## config.mk

```make
export PLATFORM = sky130hd
export DESIGN_NAME = efd_decoder
export DESIGN_NICKNAME = d
export VERILOG_FILES = /design/src/efd_pkg.sv /design/src/efd_decoder.sv
export SDC_FILE = /design/constraint.sdc
export NUM_CORES = 1
export LEC_CHECK = 0
export ABC_AREA = 1
export BUFFER_PORTS_ARGS = -buffer_cell sky130_fd_sc_hd__buf_2
export CAP_MARGIN = 30
export CORE_UTILIZATION = 54
export DETAILED_ROUTE_END_ITERATION = 16
export GPL_ROUTABILITY_DRIVEN = 0
export MAX_ROUTING_LAYER = met4
export PLACE_DENSITY = 0.82
export SLEW_MARGIN = 20
export SYNTH_ARGS = -nofsm -noshare
export SYNTH_HDL_FRONTEND = slang
export SYNTH_SLANG_ARGS = --single-unit
```

## constraint.sdc

```tcl
create_clock -name REF_CLK -period 4.12 [get_ports REF_CLK]
set_clock_uncertainty 0.15 [all_clocks]
set_input_delay 0.412 -clock REF_CLK [delete_from_list [all_inputs] [get_ports REF_CLK]]
set_output_delay 0.412 -clock REF_CLK [all_outputs]
set_load 0.03 [all_outputs]
```

## src/efd_pkg.sv

```systemverilog
// Constants and types of the external flash space decoder
package efd_pkg;
    // ------------------------------------------------------------
    // Address map
    // ------------------------------------------------------------
    localparam int ADDR_W = 32;
    localparam int OFF_W = 24;
    localparam int BLK_W = 3;
    localparam logic [7:0] WIN_BLK0 = 8'hf9;
    localparam logic [7:0] WIN_BLK1 = 8'hfa;
    localparam logic [7:0] WIN_BLK2 = 8'hf8;
    localparam logic [7:0] WIN_HIGH_MIN = 8'h03;
    localparam logic [7:0] WIN_HIGH_MAX = 8'h07;
    localparam logic [2:0] BLK_IDX_0 = 3'h0;
    localparam logic [2:0] BLK_IDX_1 = 3'h1;
    localparam logic [2:0] BLK_IDX_2 = 3'h2;
    // ------------------------------------------------------------
    // Chip-select indices, all selects active low
    // ------------------------------------------------------------
    localparam int NUM_SEL = 3;
    localparam int SEL_A = 0;
    localparam int SEL_BOOT = 1;
    localparam int SEL_C = 2;
    localparam logic [2:0] SEL_NONE_B = 3'h7;
    localparam logic [2:0] SEL_ONEHOT_A = 3'h1;
    localparam logic [2:0] SEL_ONEHOT_BOOT = 3'h2;
    localparam logic [2:0] SEL_ONEHOT_C = 3'h4;
    localparam logic [1:0] PROBE_LAST = 2'h2;
    // ------------------------------------------------------------
    // Operating modes
    // ------------------------------------------------------------
    localparam logic [1:0] MODE_VIDEO = 2'h0;
    localparam logic [1:0] MODE_VIDEO_PAT = 2'h1;
    localparam logic [1:0] MODE_PRESTORED = 2'h2;
    localparam logic [1:0] MODE_OTF = 2'h3;
    // ------------------------------------------------------------
    // Timing
    // ------------------------------------------------------------
    localparam int CLK_PERIOD_NS = 100;
    localparam int ACC_TIME_NS = 250;
    localparam int PROBE_TIME_NS = 500;
    localparam int ACC_CYC = (ACC_TIME_NS + CLK_PERIOD_NS - 1) / CLK_PERIOD_NS;
    localparam int PROBE_CYC = (PROBE_TIME_NS + CLK_PERIOD_NS - 1) / CLK_PERIOD_NS;
    localparam int CNT_W = 4;

    typedef enum logic [2:0] {ST_RESET, ST_PROBE, ST_READY, ST_ACCESS, ST_HALT} efd_state_t;
endpackage

```

## src/efd_decoder.sv

```systemverilog
// External flash space decoder: probe, window decode, chip-select timing
// Operation
// - Three flash selects, each reaching sixteen megabytes behind it.
// - Three extra upper address lines extend external memory access.
// - Boot select is used at power-up; firmware lives behind it.
// - Probe every select at power-up; missing boot memory halts boot.
// - Address windows follow a select order different from numeric.
// - One combined flash up to 128 megabytes is also supported.
// - Blocks 0,1,2 at f9,fa,f8 map to offsets 0,1,2; 3-7 identical.
// - Only pre-stored pattern mode fetches patterns from flash.
// - Bootloader occupies first 128 kilobytes of block 0.
// - Extended address lines serve flash addressing only.
`timescale 1ns/1ns
`default_nettype none
module efd_decoder
    import efd_pkg::*;
(
    input wire logic REF_CLK,
    input wire logic RST_B,
    input wire logic REQ_VALID,
    input wire logic [ADDR_W-1:0] REQ_ADDR,
    input wire logic REQ_PATTERN,
    input wire logic [1:0] OP_MODE,
    input wire logic FLASH_PRESENT,
    input wire logic LARGE_FLASH_STRAP,
    output logic FLASH_SELECT_A_B,
    output logic BOOT_FLASH_SELECT_B,
    output logic FLASH_SELECT_C_B,
    output logic [OFF_W-1:0] FLASH_ADDR,
    output logic EXT_ADDR_LINE_A,
    output logic EXT_ADDR_LINE_B,
    output logic EXT_ADDR_LINE_C,
    output logic REQ_ACK,
    output logic REQ_ERR,
    output logic READY,
    output logic BOOT_FAIL,
    output logic [NUM_SEL-1:0] PRESENT_MAP
);
    // ------------------------------------------------------------
    // Elaboration checks
    // ------------------------------------------------------------
    localparam logic [CNT_W-1:0] ACC_INIT = CNT_W'(ACC_CYC - 1);
    localparam logic [CNT_W-1:0] PROBE_INIT = CNT_W'(PROBE_CYC - 1);
    localparam int CNT_MAX = (2 ** CNT_W) - 1;
    if (ACC_CYC < 1 || ACC_CYC > CNT_MAX || PROBE_CYC < 1 || PROBE_CYC > CNT_MAX) begin : g_bad_timing
        $error("Timing counts do not fit the counter");
    end

    // ------------------------------------------------------------
    // Synchronisers
    // ------------------------------------------------------------
    logic pres_s1_q, pres_s2_q, strap_s1_q, strap_s2_q;
    always_ff @(posedge REF_CLK or negedge RST_B) begin
        if (!RST_B) begin
            pres_s1_q <= 1'b0;
            pres_s2_q <= 1'b0;
            strap_s1_q <= 1'b0;
            strap_s2_q <= 1'b0;
        end else begin
            pres_s1_q <= FLASH_PRESENT;
            pres_s2_q <= pres_s1_q;
            strap_s1_q <= LARGE_FLASH_STRAP;
            strap_s2_q <= strap_s1_q;
        end
    end

    // ------------------------------------------------------------
    // State
    // ------------------------------------------------------------
    efd_state_t state_q, state_d;
    logic [CNT_W-1:0] cnt_q, cnt_d;
    logic [1:0] pos_q, pos_d;
    logic [2:0] present_q, present_d, sel_n_q, sel_n_d, ext_q, ext_d;
    logic [OFF_W-1:0] addr_q, addr_d;
    logic large_q, large_d, ack_q, ack_d, err_q, err_d, ready_q, ready_d, fail_q, fail_d;

    // ------------------------------------------------------------
    // Window decode
    // ------------------------------------------------------------
    wire [7:0] win = REQ_ADDR[ADDR_W-1:OFF_W];
    wire hit_b0 = (win == WIN_BLK0);
    wire hit_b1 = (win == WIN_BLK1);
    wire hit_b2 = (win == WIN_BLK2);
    // Blocks 3-7 only exist when one large part sits behind combined selects
    wire hit_high = large_q && (win >= WIN_HIGH_MIN) && (win <= WIN_HIGH_MAX);
    wire blk_hit = hit_b0 || hit_b1 || hit_b2 || hit_high;
    wire [2:0] blk_num = hit_b0 ? BLK_IDX_0 : hit_b1 ? BLK_IDX_1 : hit_b2 ? BLK_IDX_2 : win[2:0];
    // Window order f8,f9,fa lands on c, boot, a: not numeric select order
    wire [2:0] dec_sel = hit_b1 ? SEL_ONEHOT_A : hit_b2 ? SEL_ONEHOT_C : SEL_ONEHOT_BOOT;
    // Single large part answers on the boot probe alone
    wire present_ok = large_q ? present_q[SEL_BOOT] : |(dec_sel & present_q);
    wire pat_refused = REQ_PATTERN && (OP_MODE != MODE_PRESTORED);
    wire dec_ok = blk_hit && present_ok && !pat_refused;
    wire take = REQ_VALID && (state_q == ST_READY);
    // Extra lines carry flash offset bits above 16 MB, only in large mode
    wire [2:0] dec_ext = large_q ? blk_num : 3'h0;
    wire [2:0] probe_sel = (pos_q == 2'h0) ? SEL_ONEHOT_BOOT : (pos_q == 2'h1) ? SEL_ONEHOT_A : SEL_ONEHOT_C;
    wire probe_done = (cnt_q == '0);

    // ------------------------------------------------------------
    // Next state
    // ------------------------------------------------------------
    always_comb begin
        state_d = state_q;
        cnt_d = cnt_q;
        pos_d = pos_q;
        present_d = present_q;
        sel_n_d = sel_n_q;
        ext_d = ext_q;
        addr_d = addr_q;
        large_d = large_q;
        ack_d = 1'b0;
        err_d = 1'b0;
        ready_d = ready_q;
        fail_d = fail_q;
        case (state_q)
            ST_RESET: begin
                // Boot select probed first
                state_d = ST_PROBE;
                pos_d = 2'h0;
                cnt_d = PROBE_INIT;
                sel_n_d = ~SEL_ONEHOT_BOOT;
            end
            ST_PROBE: begin
                if (probe_done) begin
                    present_d = present_q | (probe_sel & {NUM_SEL{pres_s2_q}});
                    sel_n_d = SEL_NONE_B;
                    if (pos_q == 2'h0 && !pres_s2_q) begin
                        state_d = ST_HALT;
                        fail_d = 1'b1;
                    end else if (pos_q == PROBE_LAST) begin
                        // Sync chain is cleared by reset, so the strap is only valid late
                        large_d = strap_s2_q;
                        state_d = ST_READY;
                        ready_d = 1'b1;
                    end else begin
                        pos_d = pos_q + 2'h1;
                        cnt_d = PROBE_INIT;
                        sel_n_d = (pos_q == 2'h0) ? ~SEL_ONEHOT_A : ~SEL_ONEHOT_C;
                    end
                end else begin
                    cnt_d = cnt_q - CNT_W'(1);
                end
            end
            ST_READY: begin
                if (take && dec_ok) begin
                    state_d = ST_ACCESS;
                    cnt_d = ACC_INIT;
                    sel_n_d = ~dec_sel;
                    addr_d = REQ_ADDR[OFF_W-1:0];
                    ext_d = dec_ext;
                    ready_d = 1'b0;
                end else if (take) begin
                    err_d = 1'b1;
                end
            end
            ST_ACCESS: begin
                if (probe_done) begin
                    sel_n_d = SEL_NONE_B;
                    ack_d = 1'b1;
                    ready_d = 1'b1;
                    state_d = ST_READY;
                end else begin
                    cnt_d = cnt_q - CNT_W'(1);
                end
            end
            ST_HALT: begin
                // Without boot memory nothing else runs until reset
                sel_n_d = SEL_NONE_B;
            end
            default: begin
                state_d = ST_HALT;
                sel_n_d = SEL_NONE_B;
            end
        endcase
    end

    always_ff @(posedge REF_CLK or negedge RST_B) begin
        if (!RST_B) begin
            state_q <= ST_RESET;
            cnt_q <= '0;
            pos_q <= 2'h0;
            present_q <= 3'h0;
            sel_n_q <= SEL_NONE_B;
            ext_q <= 3'h0;
            addr_q <= '0;
            large_q <= 1'b0;
            ack_q <= 1'b0;
            err_q <= 1'b0;
            ready_q <= 1'b0;
            fail_q <= 1'b0;
        end else begin
            state_q <= state_d;
            cnt_q <= cnt_d;
            pos_q <= pos_d;
            present_q <= present_d;
            sel_n_q <= sel_n_d;
            ext_q <= ext_d;
            addr_q <= addr_d;
            large_q <= large_d;
            ack_q <= ack_d;
            err_q <= err_d;
            ready_q <= ready_d;
            fail_q <= fail_d;
        end
    end

    assign FLASH_SELECT_A_B = sel_n_q[SEL_A];
    assign BOOT_FLASH_SELECT_B = sel_n_q[SEL_BOOT];
    assign FLASH_SELECT_C_B = sel_n_q[SEL_C];
    assign FLASH_ADDR = addr_q;
    assign EXT_ADDR_LINE_A = ext_q[0];
    assign EXT_ADDR_LINE_B = ext_q[1];
    assign EXT_ADDR_LINE_C = ext_q[2];
    assign REQ_ACK = ack_q;
    assign REQ_ERR = err_q;
    assign READY = ready_q;
    assign BOOT_FAIL = fail_q;
    assign PRESENT_MAP = present_q;
endmodule
`default_nettype wire

```

==> flow_summary.yaml, run 1 <==
run_status:
  status: "completed"
grt:
  busiest_layer: "met2"
  use_met3: 0.0400
  grtUsageMet2: 0.364
  met1_usage: 0.309
  grt_pass1_wl_um: 7830
  grt_pass1_vias: 1865
  grt_max_degree: 34
  grt_antenna_before_repair: 0
  grt_remaining_overflow: 0
  grt_usage: 0.238
timing:
  setup_viol: 0
  maxSlewHeadroom: 0.703
  period_needed_ns: 2.19
  finalSetupTns_ns: 0
  worstMarginPinSlew_ns: 0.446
  period_share: 0.532
  hold_viol_final: 0
  slew_violations: 0
  max_freq_ghz: 0.456
  rsz0062_at_grt: "false"
setup_path:
  crit_path_frequent_cell: "inv_2"
  crit_required_ns: 4.22
  critPathCaptureType: "register"
  critical-path-top-delay-family: "simple AND/OR/NAND/NOR gates"
  worstPathCellList: "inv_2 > nor2_2 > inv_2 > nor2_8 > nand2_2 > clkinv_1 > nand3_4 > inv_2 > nand2_1 > nand2_1"
  path_buf_inv: 4
  rrSetupSlack_ns: 1.93
  arrival_ns: 2.29
  setup.worst_path.start: "state_q[1]"
  cpPeakStageDelay_ns: 0.48
  start_kind: "register"
  crit_type: "register to register"
  reg2reg_from: "state_q[1]"
  path_max_fanout: 32
  critical_path.slowest_cell: "dfrtp_1"
floorplan:
  design.portCount: 77
  die_area_sq_um: 4640
  initial_core_util: 0.578
  die_w_um: 68.1
  coreArea_sq_um: 4090
  num_rows: 23
  die_y_um: 68.1
yosys:
  synth_top_family_by_area: "simple AND/OR/NAND/NOR gates"
  synth_top_cell_by_area: "dfrtp_1"
  muxShareOfSynthArea: 0
  synth-simple-area-share: 0.290
  synth-edff-count: 0
  synthCells: 277
  synth_top_area_share: 0.509
  synth_compound_area_frac: 0.0832
  synth.distinct_cells: 35
  yosys_warnings: 0
  synth.cell_area_sq_um: 2360
  syn_nets: 322
  ys_async_sr_fraction: 1.00
  yosysSeqAreaShare: 0.542
  synth_flop_cell: "dfrtp_1"
  synth_xor_area_frac: 0.00742
  synthTopCellsByArea: "dfrtp_1, nand2_1, dfstp_2, inv_1, ha_1"
  syn_area_per_cell_sq_um: 8.52
  synth_fa_ha_area_frac: 0.0265
  ys_seq_elements: 51
cells_and_area:
  fillers: 355
  syn_to_final_growth_pct: 22.9
  layout.nets: 402
  multi_input_area_sq_um: 961
  ff_latch_area_sq_um: 1280
  layout-drive-gt1-share: 0.296
  n_antenna_cell: 0
  final_cell_count_no_fill: 408
  final_common_cell: "nand2_1"
  final_cell_mix: "nand2_1, buf_2, dfrtp_1, inv_1, nor2_1"
clock_network:
  clock-sinks: 51
  cts_buffer_depth: 2
  clk_pin_slew_ns: 0.09
  cts_tree: "done"
  clock-root-buffer: "clkbuf_8"
  cts_max_level: 2
  cts.repair.resized: 0
  cts_buffers: 5
  clk_latency_ns: 0.31
power_and_ir_drop:
  power_density_nw_per_um2: 478
  p_leak_nw: 1.64
  ir_worst_vdd_uv: 379
  total_power_mw: 1.39
drt:
  antenna_left: 0
  viasPerCell: 5.04
  wirelength_um: 4940
  drt-initial-drc-count: 143
  drc: 0
  wire_per_inst_um: 12.1
  drt_first_pass_iters: 4
  vias: 2057
worst_hold_path:
  hold_class: "input pin to register"
  hold_start: "FLASH_PRESENT"
placed_design:
  portBuffers: 76
  dp_hpwl_um: 3670
  dp.cells: 399
run:
  maxCapViolations: 0
-- Yosys cell counts, types with 2 or more instances --
cell and number:
buf_4 2, nand3_1 7, inv_2 4, inv_1 19, nor2_1 15, nand2_1 118, o21ai_1 6, nand2_2 5
dfrtp_1 48, o21bai_1 3, ha_1 5, o21ai_0 6, a211oi_1 2, nand4_1 3, nor3_1 4, a21oi_1 6
nor2_2 2, buf_2 3, dfstp_2 3
-- metal layers --
layer / vias up / routed length, um
li1: 1031 / -
met1: 960 / 2270
met2: 57 / 2340
met3: 9 / 235
met4: 0 / 96
met5: - / 0
-- state kept, by name, indices dropped and copies added, names as in the netlist, 2 cells and up --
register / cells
ext_q: 3
cnt_q: 4
sel_n_q: 3
FLASH_ADDR: 24
PRESENT_MAP: 3
state_q: 3
pos_q: 2
-- kinds of logic after synthesis --
logic type	after synthesis
AO/OA/AOI/OAI	31
XOR/XNOR	2
adder cells (fa/ha/maj)	5
buffers and inverters	29
flip-flops	51
AND/OR/NAND/NOR	159
-- through the flow --
| stage | instance area [sq um] | hold WS (ns) | utilization | setup slack (ns) |
|---|---|---|---|---|
| 6_report | 2900 | 0.0584 | 0.710 | 1.93 |
| 5_1_grt | 2900 | 0.0481 | 0.710 | 1.77 |
| 4_1_cts | 2900 | 0.0554 | 0.710 | 1.93 |
| 3_5_place_dp | 2790 | 0.186 | 0.684 | 1.77 |
| 3_3_place_gp | 2770 | 0.184 | 0.679 | 1.81 |
| 2_1_floorplan | 2360 | -0.0336 | - | 2.38 |
-- report_power, final --
| part | leakage, nW | switching [mW] | internal [mW] |
|---|---|---|---|
| Combinational | 0.919 | 0.287 | 0.154 |
| Clock | 0.0474 | 0.167 | 0.137 |
| Sequential | 0.674 | 0.0666 | 0.576 |
| Total | 1.64 | 0.521 | 0.867 |
-- final cells by class --
type | count | share of cell area
Timing Repair Buffer | 78 | 0.141
Multi-Input combinational cell | 197 | 0.331
Tap cell | 50 | 0.0216
Clock buffer | 6 | 0.0284
Inverter | 24 | 0.0310
Sequential cell | 51 | 0.441
Clock inverter | 2 | 0.00560
-- worst paths after layout --
kind / end / cells after the start
worst min register to register: pres_s2_q / 0
worst min-delay path: pres_s1_q / 1
worst max register to register: FLASH_ADDR[2] / 10
worst max-delay path: FLASH_ADDR[2] / 10
min in group asynchronous: state_q[2] / 2
max in group asynchronous: sel_n_q[1] / 3
-- what timing repair did --
action	4_1_cts	5_1_grt
hold endpoints to repair	18	0
buffers inserted	0	0
hold buffers	1	0
Note: power is estimated with default switching activity, not from simulation.
==> run 2: changes to the inputs <==
ABC_AREA = 0   (was 1)
CORE_UTILIZATION = 45   (was 54)
PLACE_DENSITY = 0.73   (was 0.82)
clock period = 1.99 ns   (was 4.12 ns; I/O delays follow)
==> flow_summary.yaml, run 2 <==
cells_and_area:
  largest_reg_flops: 24
  layout-drive-gt1-share: 0.503
  final_cell_mix: "buf_2, dfrtp_1, dlygate4sd3_1, mux2_4, buf_4"
  final_cell_count_no_fill: 396
  syn_to_final_growth_pct: 48.4
  ff_latch_area_sq_um: 1280
  fillers: 389
  multi_input_area_sq_um: 1130
  final_util: 0.692
  final_common_cell: "buf_2"
  n_antenna_cell: 0
  layout.nets: 370
timing:
  setup_ws_ns: -0.323
  hold_viol_final: 0
  maxSlewHeadroom: 0.558
  setup_viol: 36
  finalSetupTns_ns: -10.00
  max_freq_ghz: 0.432
  period_share: 1.16
  period_needed_ns: 2.31
  rsz0062_at_grt: "true"
  worstMarginPinSlew_ns: 0.646
  slew_violations: 0
power_and_ir_drop:
  combPwrFrac: 0.363
  p_seq_frac: 0.423
  clockPowerShare: 0.214
  p_int_mw: 2.00
  switchingPower_mw: 1.03
  p_leak_nw: 1.82
  power_switching_share: 0.339
  power_density_nw_per_um2: 856
  ir_worst_vdd_uv: 515
placed_design:
  dp_hpwl_um: 3570
  dp.cells: 355
  place_ws_ns: -0.383
  portBuffers: 76
yosys:
  synth_top_area_share: 0.504
  ys_async_sr_fraction: 1.00
  synth_fa_ha_area_frac: 0.0263
  synth_xor_area_frac: 0
  synth.cell_area_sq_um: 2380
  yosys_warnings: 0
  synth-simple-area-share: 0.117
  yosysSeqAreaShare: 0.538
  synth_most_common_cell: "dfrtp_1"
  synth_top_family_by_area: "multiplexers"
  syn_nets: 237
  synth_flop_cell: "dfrtp_1"
  synth.distinct_cells: 38
  synth_top_cell_by_area: "dfrtp_1"
  synth_commonest_cells: "dfrtp_1, mux2_4, nor2_1"
  ys_seq_elements: 51
  syn_area_per_cell_sq_um: 12.4
  synthTopCellsByArea: "dfrtp_1, mux2_4, dfstp_2, mux2_2, nor2_1"
  synth-edff-count: 0
  synth_compound_area_frac: 0.112
  muxShareOfSynthArea: 0.180
  synthCells: 192
clock_network:
  clock-root-buffer: "clkbuf_8"
  clock-sinks: 51
  cts_max_level: 2
  cts_tree: "done"
  clk_latency_ns: 0.30
  cts_buffer_depth: 2
  cts_buffers: 5
  clk_pin_slew_ns: 0.09
setup_path:
  ff2ff_path_depth: 7
  critical_path.slowest_cell: "or4b_4"
  path_buf_inv: 2
  reg2reg_to: "FLASH_ADDR[23]"
  crit_required_ns: 2.03
  rrSetupSlack_ns: -0.32
  start_kind: "register"
  cpPeakStageDelay_ns: 0.47
  critPathCaptureType: "register"
  reg2reg_from: "large_q"
  crit_type: "register to register"
  arrival_ns: 2.35
  path_max_fanout: 16
  worstPathCellList: "or4b_4 > nor4_4 > a2bb2oi_2 > buf_4 > nand4_4 > buf_12 > mux2_4"
  critical-path-top-delay-family: "simple AND/OR/NAND/NOR gates"
drt:
  vias: 1974
  drt-initial-drc-count: 61
  drt_first_pass_iters: 6
  drc: 0
  wirelength_um: 5550
  viasPerCell: 4.98
  antenna_left: 0
  wire_per_inst_um: 14.0
run:
  maxCapViolations: 0
floorplan:
  initial_core_util: 0.466
  design.portCount: 77
  die_y_um: 74.7
  die_w_um: 74.7
  coreArea_sq_um: 5110
  num_rows: 26
  die_area_sq_um: 5590
worst_hold_path:
  min_to: "REQ_ERR"
  hold_class: "input pin to register"
  min_path_cells: 3
  hold_start: "REQ_VALID"
grt:
  grt_antenna_before_repair: 0
  grt_usage: 0.202
  grt_pass1_vias: 1885
  grt_max_degree: 30
  grt_pass1_wl_um: 8200
  grt_remaining_overflow: 0
run_status:
  violations: "setup timing"
  status: "finished, violations left"
-- run 2: metal layers --
| layer | wire (um) | vias up | share of wire | global-route usage |
|---|---|---|---|---|
| met4 | 132 | 0 | 0.024 | 0.0671 |
| met3 | 302 | 12 | 0.054 | 0.0442 |
| met2 | 2690 | 72 | 0.48 | 0.331 |
| met5 | 0 | - | 0 | - |
| li1 | - | 950 | - | - |
| met1 | 2420 | 940 | 0.44 | 0.248 |
-- run 2: through the flow --
step / power [mW] / hold WS (ns) / area [sq um]
6_report: 3.03 / 0.0756 / 3530
5_1_grt: 3.23 / 0.0781 / 3530
4_1_cts: 2.97 / 0.0414 / 3450
3_5_place_dp: 2.22 / 0.0575 / 3010
3_3_place_gp: 2.20 / 0.0458 / 3010
2_1_floorplan: 1.88 / -0.247 / 2380
-- run 2: area by class of cell --
class	instances	share of cell area
Sequential cell	51	0.362
Timing Repair Buffer	131	0.257
Multi-Input combinational cell	130	0.320
Clock inverter	1	0.00212
Clock buffer	7	0.0273
Tap cell	70	0.0248
Inverter	6	0.00637
-- run 2: worst reg2reg max path, delay by kind of cell, from the launching register on --
family	cells	cell delay (ns)
AO/OA/AOI/OAI	1	0.20
buffers and inverters	2	0.35
flip-flops	1	0.36
multiplexers	1	0.30
AND/OR/NAND/NOR	3	0.84
-- run 2: worst max path at each step --
stage / start / to / slack (ns) / cells after the start
2_1_floorplan: large_q / FLASH_ADDR[0] / -0.23 / 6
6_report: large_q / FLASH_ADDR[23] / -0.32 / 7
5_1_grt: large_q / FLASH_ADDR[18] / -0.37 / 7
3_5_place_dp: REQ_ADDR[31] / sel_n_q[2] / -0.38 / 8
4_1_cts: large_q / FLASH_ADDR[18] / -0.31 / 7
3_3_place_gp: REQ_ADDR[31] / sel_n_q[2] / -0.31 / 8
-- run 2: power groups by stage --
stage	Clock (mW)	Combinational (mW)	Sequential, mW
floorplan	0	0.512	1.37
global placement	0	0.911	1.29
detailed placement	0	0.924	1.29
global route	0.712	1.21	1.30
finish	0.647	1.10	1.28
CTS	0.666	1.03	1.28
-- run 2: logic make-up (layout without fill, tap and decap cells) --
logic type               after synthesis  in the layout
adder cells (fa/ha/maj)                5              5
AO/OA/AOI/OAI                         39             39
AND/OR/NAND/NOR                       55             55
buffers and inverters                 11            145
flip-flops                            51             51
multiplexers                          31             31
-- run 2: repair_timing --
item	in CTS	in global routing
hold buffers	27	0
hold endpoints to repair	48	0
pin swaps	2	3
resized for setup	6	13
buffers inserted	4	3
setup endpoints to repair	36	36
==> run 3: changes to the inputs <==
CTS_BUF_LIST = sky130_fd_sc_hd__clkbuf_16   (was not set)
RECOVER_POWER = 25   (was not set)
==> flow_summary.yaml, run 3 (same netlist as run 2, synthesis figures left out) <==
setup_path:
  path_max_fanout: 16
  worstPathCellList: "or4b_4 > nor4_4 > a2bb2oi_2 > buf_4 > nand4_4 > buf_12 > mux2_4"
  critical_path.slowest_cell: "or4b_4"
  cpPeakStageDelay_ns: 0.47
  ff2ff_path_depth: 7
  crit_type: "register to register"
  cp.depth: 7
  arrival_ns: 2.33
  crit_required_ns: 2.01
  critical-path-top-delay-family: "simple AND/OR/NAND/NOR gates"
  critPathCaptureType: "register"
  start_kind: "register"
  path_buf_inv: 2
worst_hold_path:
  hold_class: "input pin to register"
  min_path_cells: 2
clock_network:
  clk_pin_slew_ns: 0.06
  clock-sinks: 51
  cts_tree: "done"
  cts_buffer_depth: 2
  clk_latency_ns: 0.29
  clock-root-buffer: "clkbuf_16"
  cts_buffers: 5
  cts_max_level: 2
cells_and_area:
  n_antenna_cell: 0
  largest_reg_flops: 24
  final_common_cell: "buf_2"
  layout-drive-gt1-share: 0.494
  layout.nets: 368
  final_cell_mix: "buf_2, dfrtp_1, dlygate4sd3_1, mux2_4, buf_4"
  final_util: 0.695
  syn_to_final_growth_pct: 49.1
drt:
  wirelength_um: 5430
  drc: 0
  drt_first_pass_iters: 6
  viasPerCell: 4.95
  antenna_left: 0
  wire_per_inst_um: 13.8
  vias: 1949
  drt-initial-drc-count: 96
grt:
  grt_remaining_overflow: 0
  grt_pass1_wl_um: 8090
  grt_usage: 0.200
  grt_max_degree: 30
  grt_pass1_vias: 1861
  grt_antenna_before_repair: 0
timing:
  rsz0062_at_grt: "true"
  hold_viol_final: 0
  worstMarginPinSlew_ns: 1.26
  setup_viol: 36
  setup_ws_ns: -0.319
  holdWs_ns: 0.00981
  period_needed_ns: 2.31
  max_freq_ghz: 0.433
  slew_violations: 0
  maxSlewHeadroom: 0.163
  period_share: 1.16
floorplan:
  die_y_um: 74.7
  coreArea_sq_um: 5110
  die_w_um: 74.7
  initial_core_util: 0.466
  die_area_sq_um: 5590
  design.portCount: 77
  num_rows: 26
run_status:
  violations: "setup timing"
  status: "finished, violations left"
placed_design:
  dp_hpwl_um: 3570
  place_ws_ns: -0.383
  portBuffers: 76
power_and_ir_drop:
  power_density_nw_per_um2: 899
  p_leak_nw: 1.83
  ir_worst_vdd_uv: 534
  total_power_mw: 3.19
run:
  maxCapViolations: 0
[run 3: cell types whose count changed in the layout (fill, tap and decap cells not counted)]
cell,delta
buf_2,-1
buf_4,-1
clkbuf_1,+1
clkbuf_8,-7
clkinv_1,+2
dlygate4sd3_1,-1
clkbuf_16,+5
[run 3: what timing repair did]
action | 4_1_cts | 5_1_grt
endpoints found under the hold margin | 46 | 1
resized for setup | 7 | 12
hold buffers | 25 | 1
buffers inserted | 4 | 1
setup endpoints to repair | 36 | 36
pin swaps | 2 | 3
[run 3: path summary, 6_finish.rpt]
| kind | endpoint | start | slack [ns] |
|---|---|---|---|
| worst max-delay path | FLASH_ADDR[23] | large_q | -0.32 |
| worst min-delay path | FLASH_ADDR[15] | REQ_ADDR[15] | 0.01 |
| worst max register to register | FLASH_ADDR[23] | large_q | -0.32 |
| worst min register to register | strap_s2_q | strap_s1_q | 0.20 |
| max in group asynchronous | sel_n_q[2] | RST_B | 0.30 |
| min in group asynchronous | FLASH_ADDR[16] | RST_B | 0.57 |
[run 3: per-stage QoR]
stage | setup TNS (ns) | instances | cell area (sq um)
floorplan | -5.81 | 192 | 2380
global placement | -9.40 | 355 | 3010
detailed placement | -10.56 | 355 | 3010
CTS | -9.48 | 392 | 3470
global route | -12.08 | 394 | 3550
finish | -9.81 | 394 | 3550
[run 3: worst reg2reg max path, delay by kind of cell, from the launching register on]
family                 cells  cell delay (ns)
buffers and inverters      2             0.36
AOI/OAI and AO/OA          1             0.20
and+or+nand+nor            3             0.84
muxes                      1             0.30
DFF                        1             0.35
[run 3: final cells by class]
class / count / area (sq um)
fill: 383 / 1560
sequential: 51 / 1280
multi-input combinational: 130 / 1130
timing repair buffer: 129 / 891
clock buffer: 5 / 125
tap: 70 / 87.6
inverter: 6 / 22.5
clock inverter: 3 / 15.0
[run 3: report_power, final]
part | switching [mW] | internal [mW]
registers | 0.109 | 1.18
logic | 0.593 | 0.507
clock network | 0.349 | 0.457
[run 3: routing by layer]
metal  part of all wire  global-route usage  up-vias
li1                   -                   -      947
met1               0.45               0.254      938
met2               0.49               0.322       60
met3              0.049              0.0482        4
met4             0.0074              0.0524        0
met5                  0                   -        -
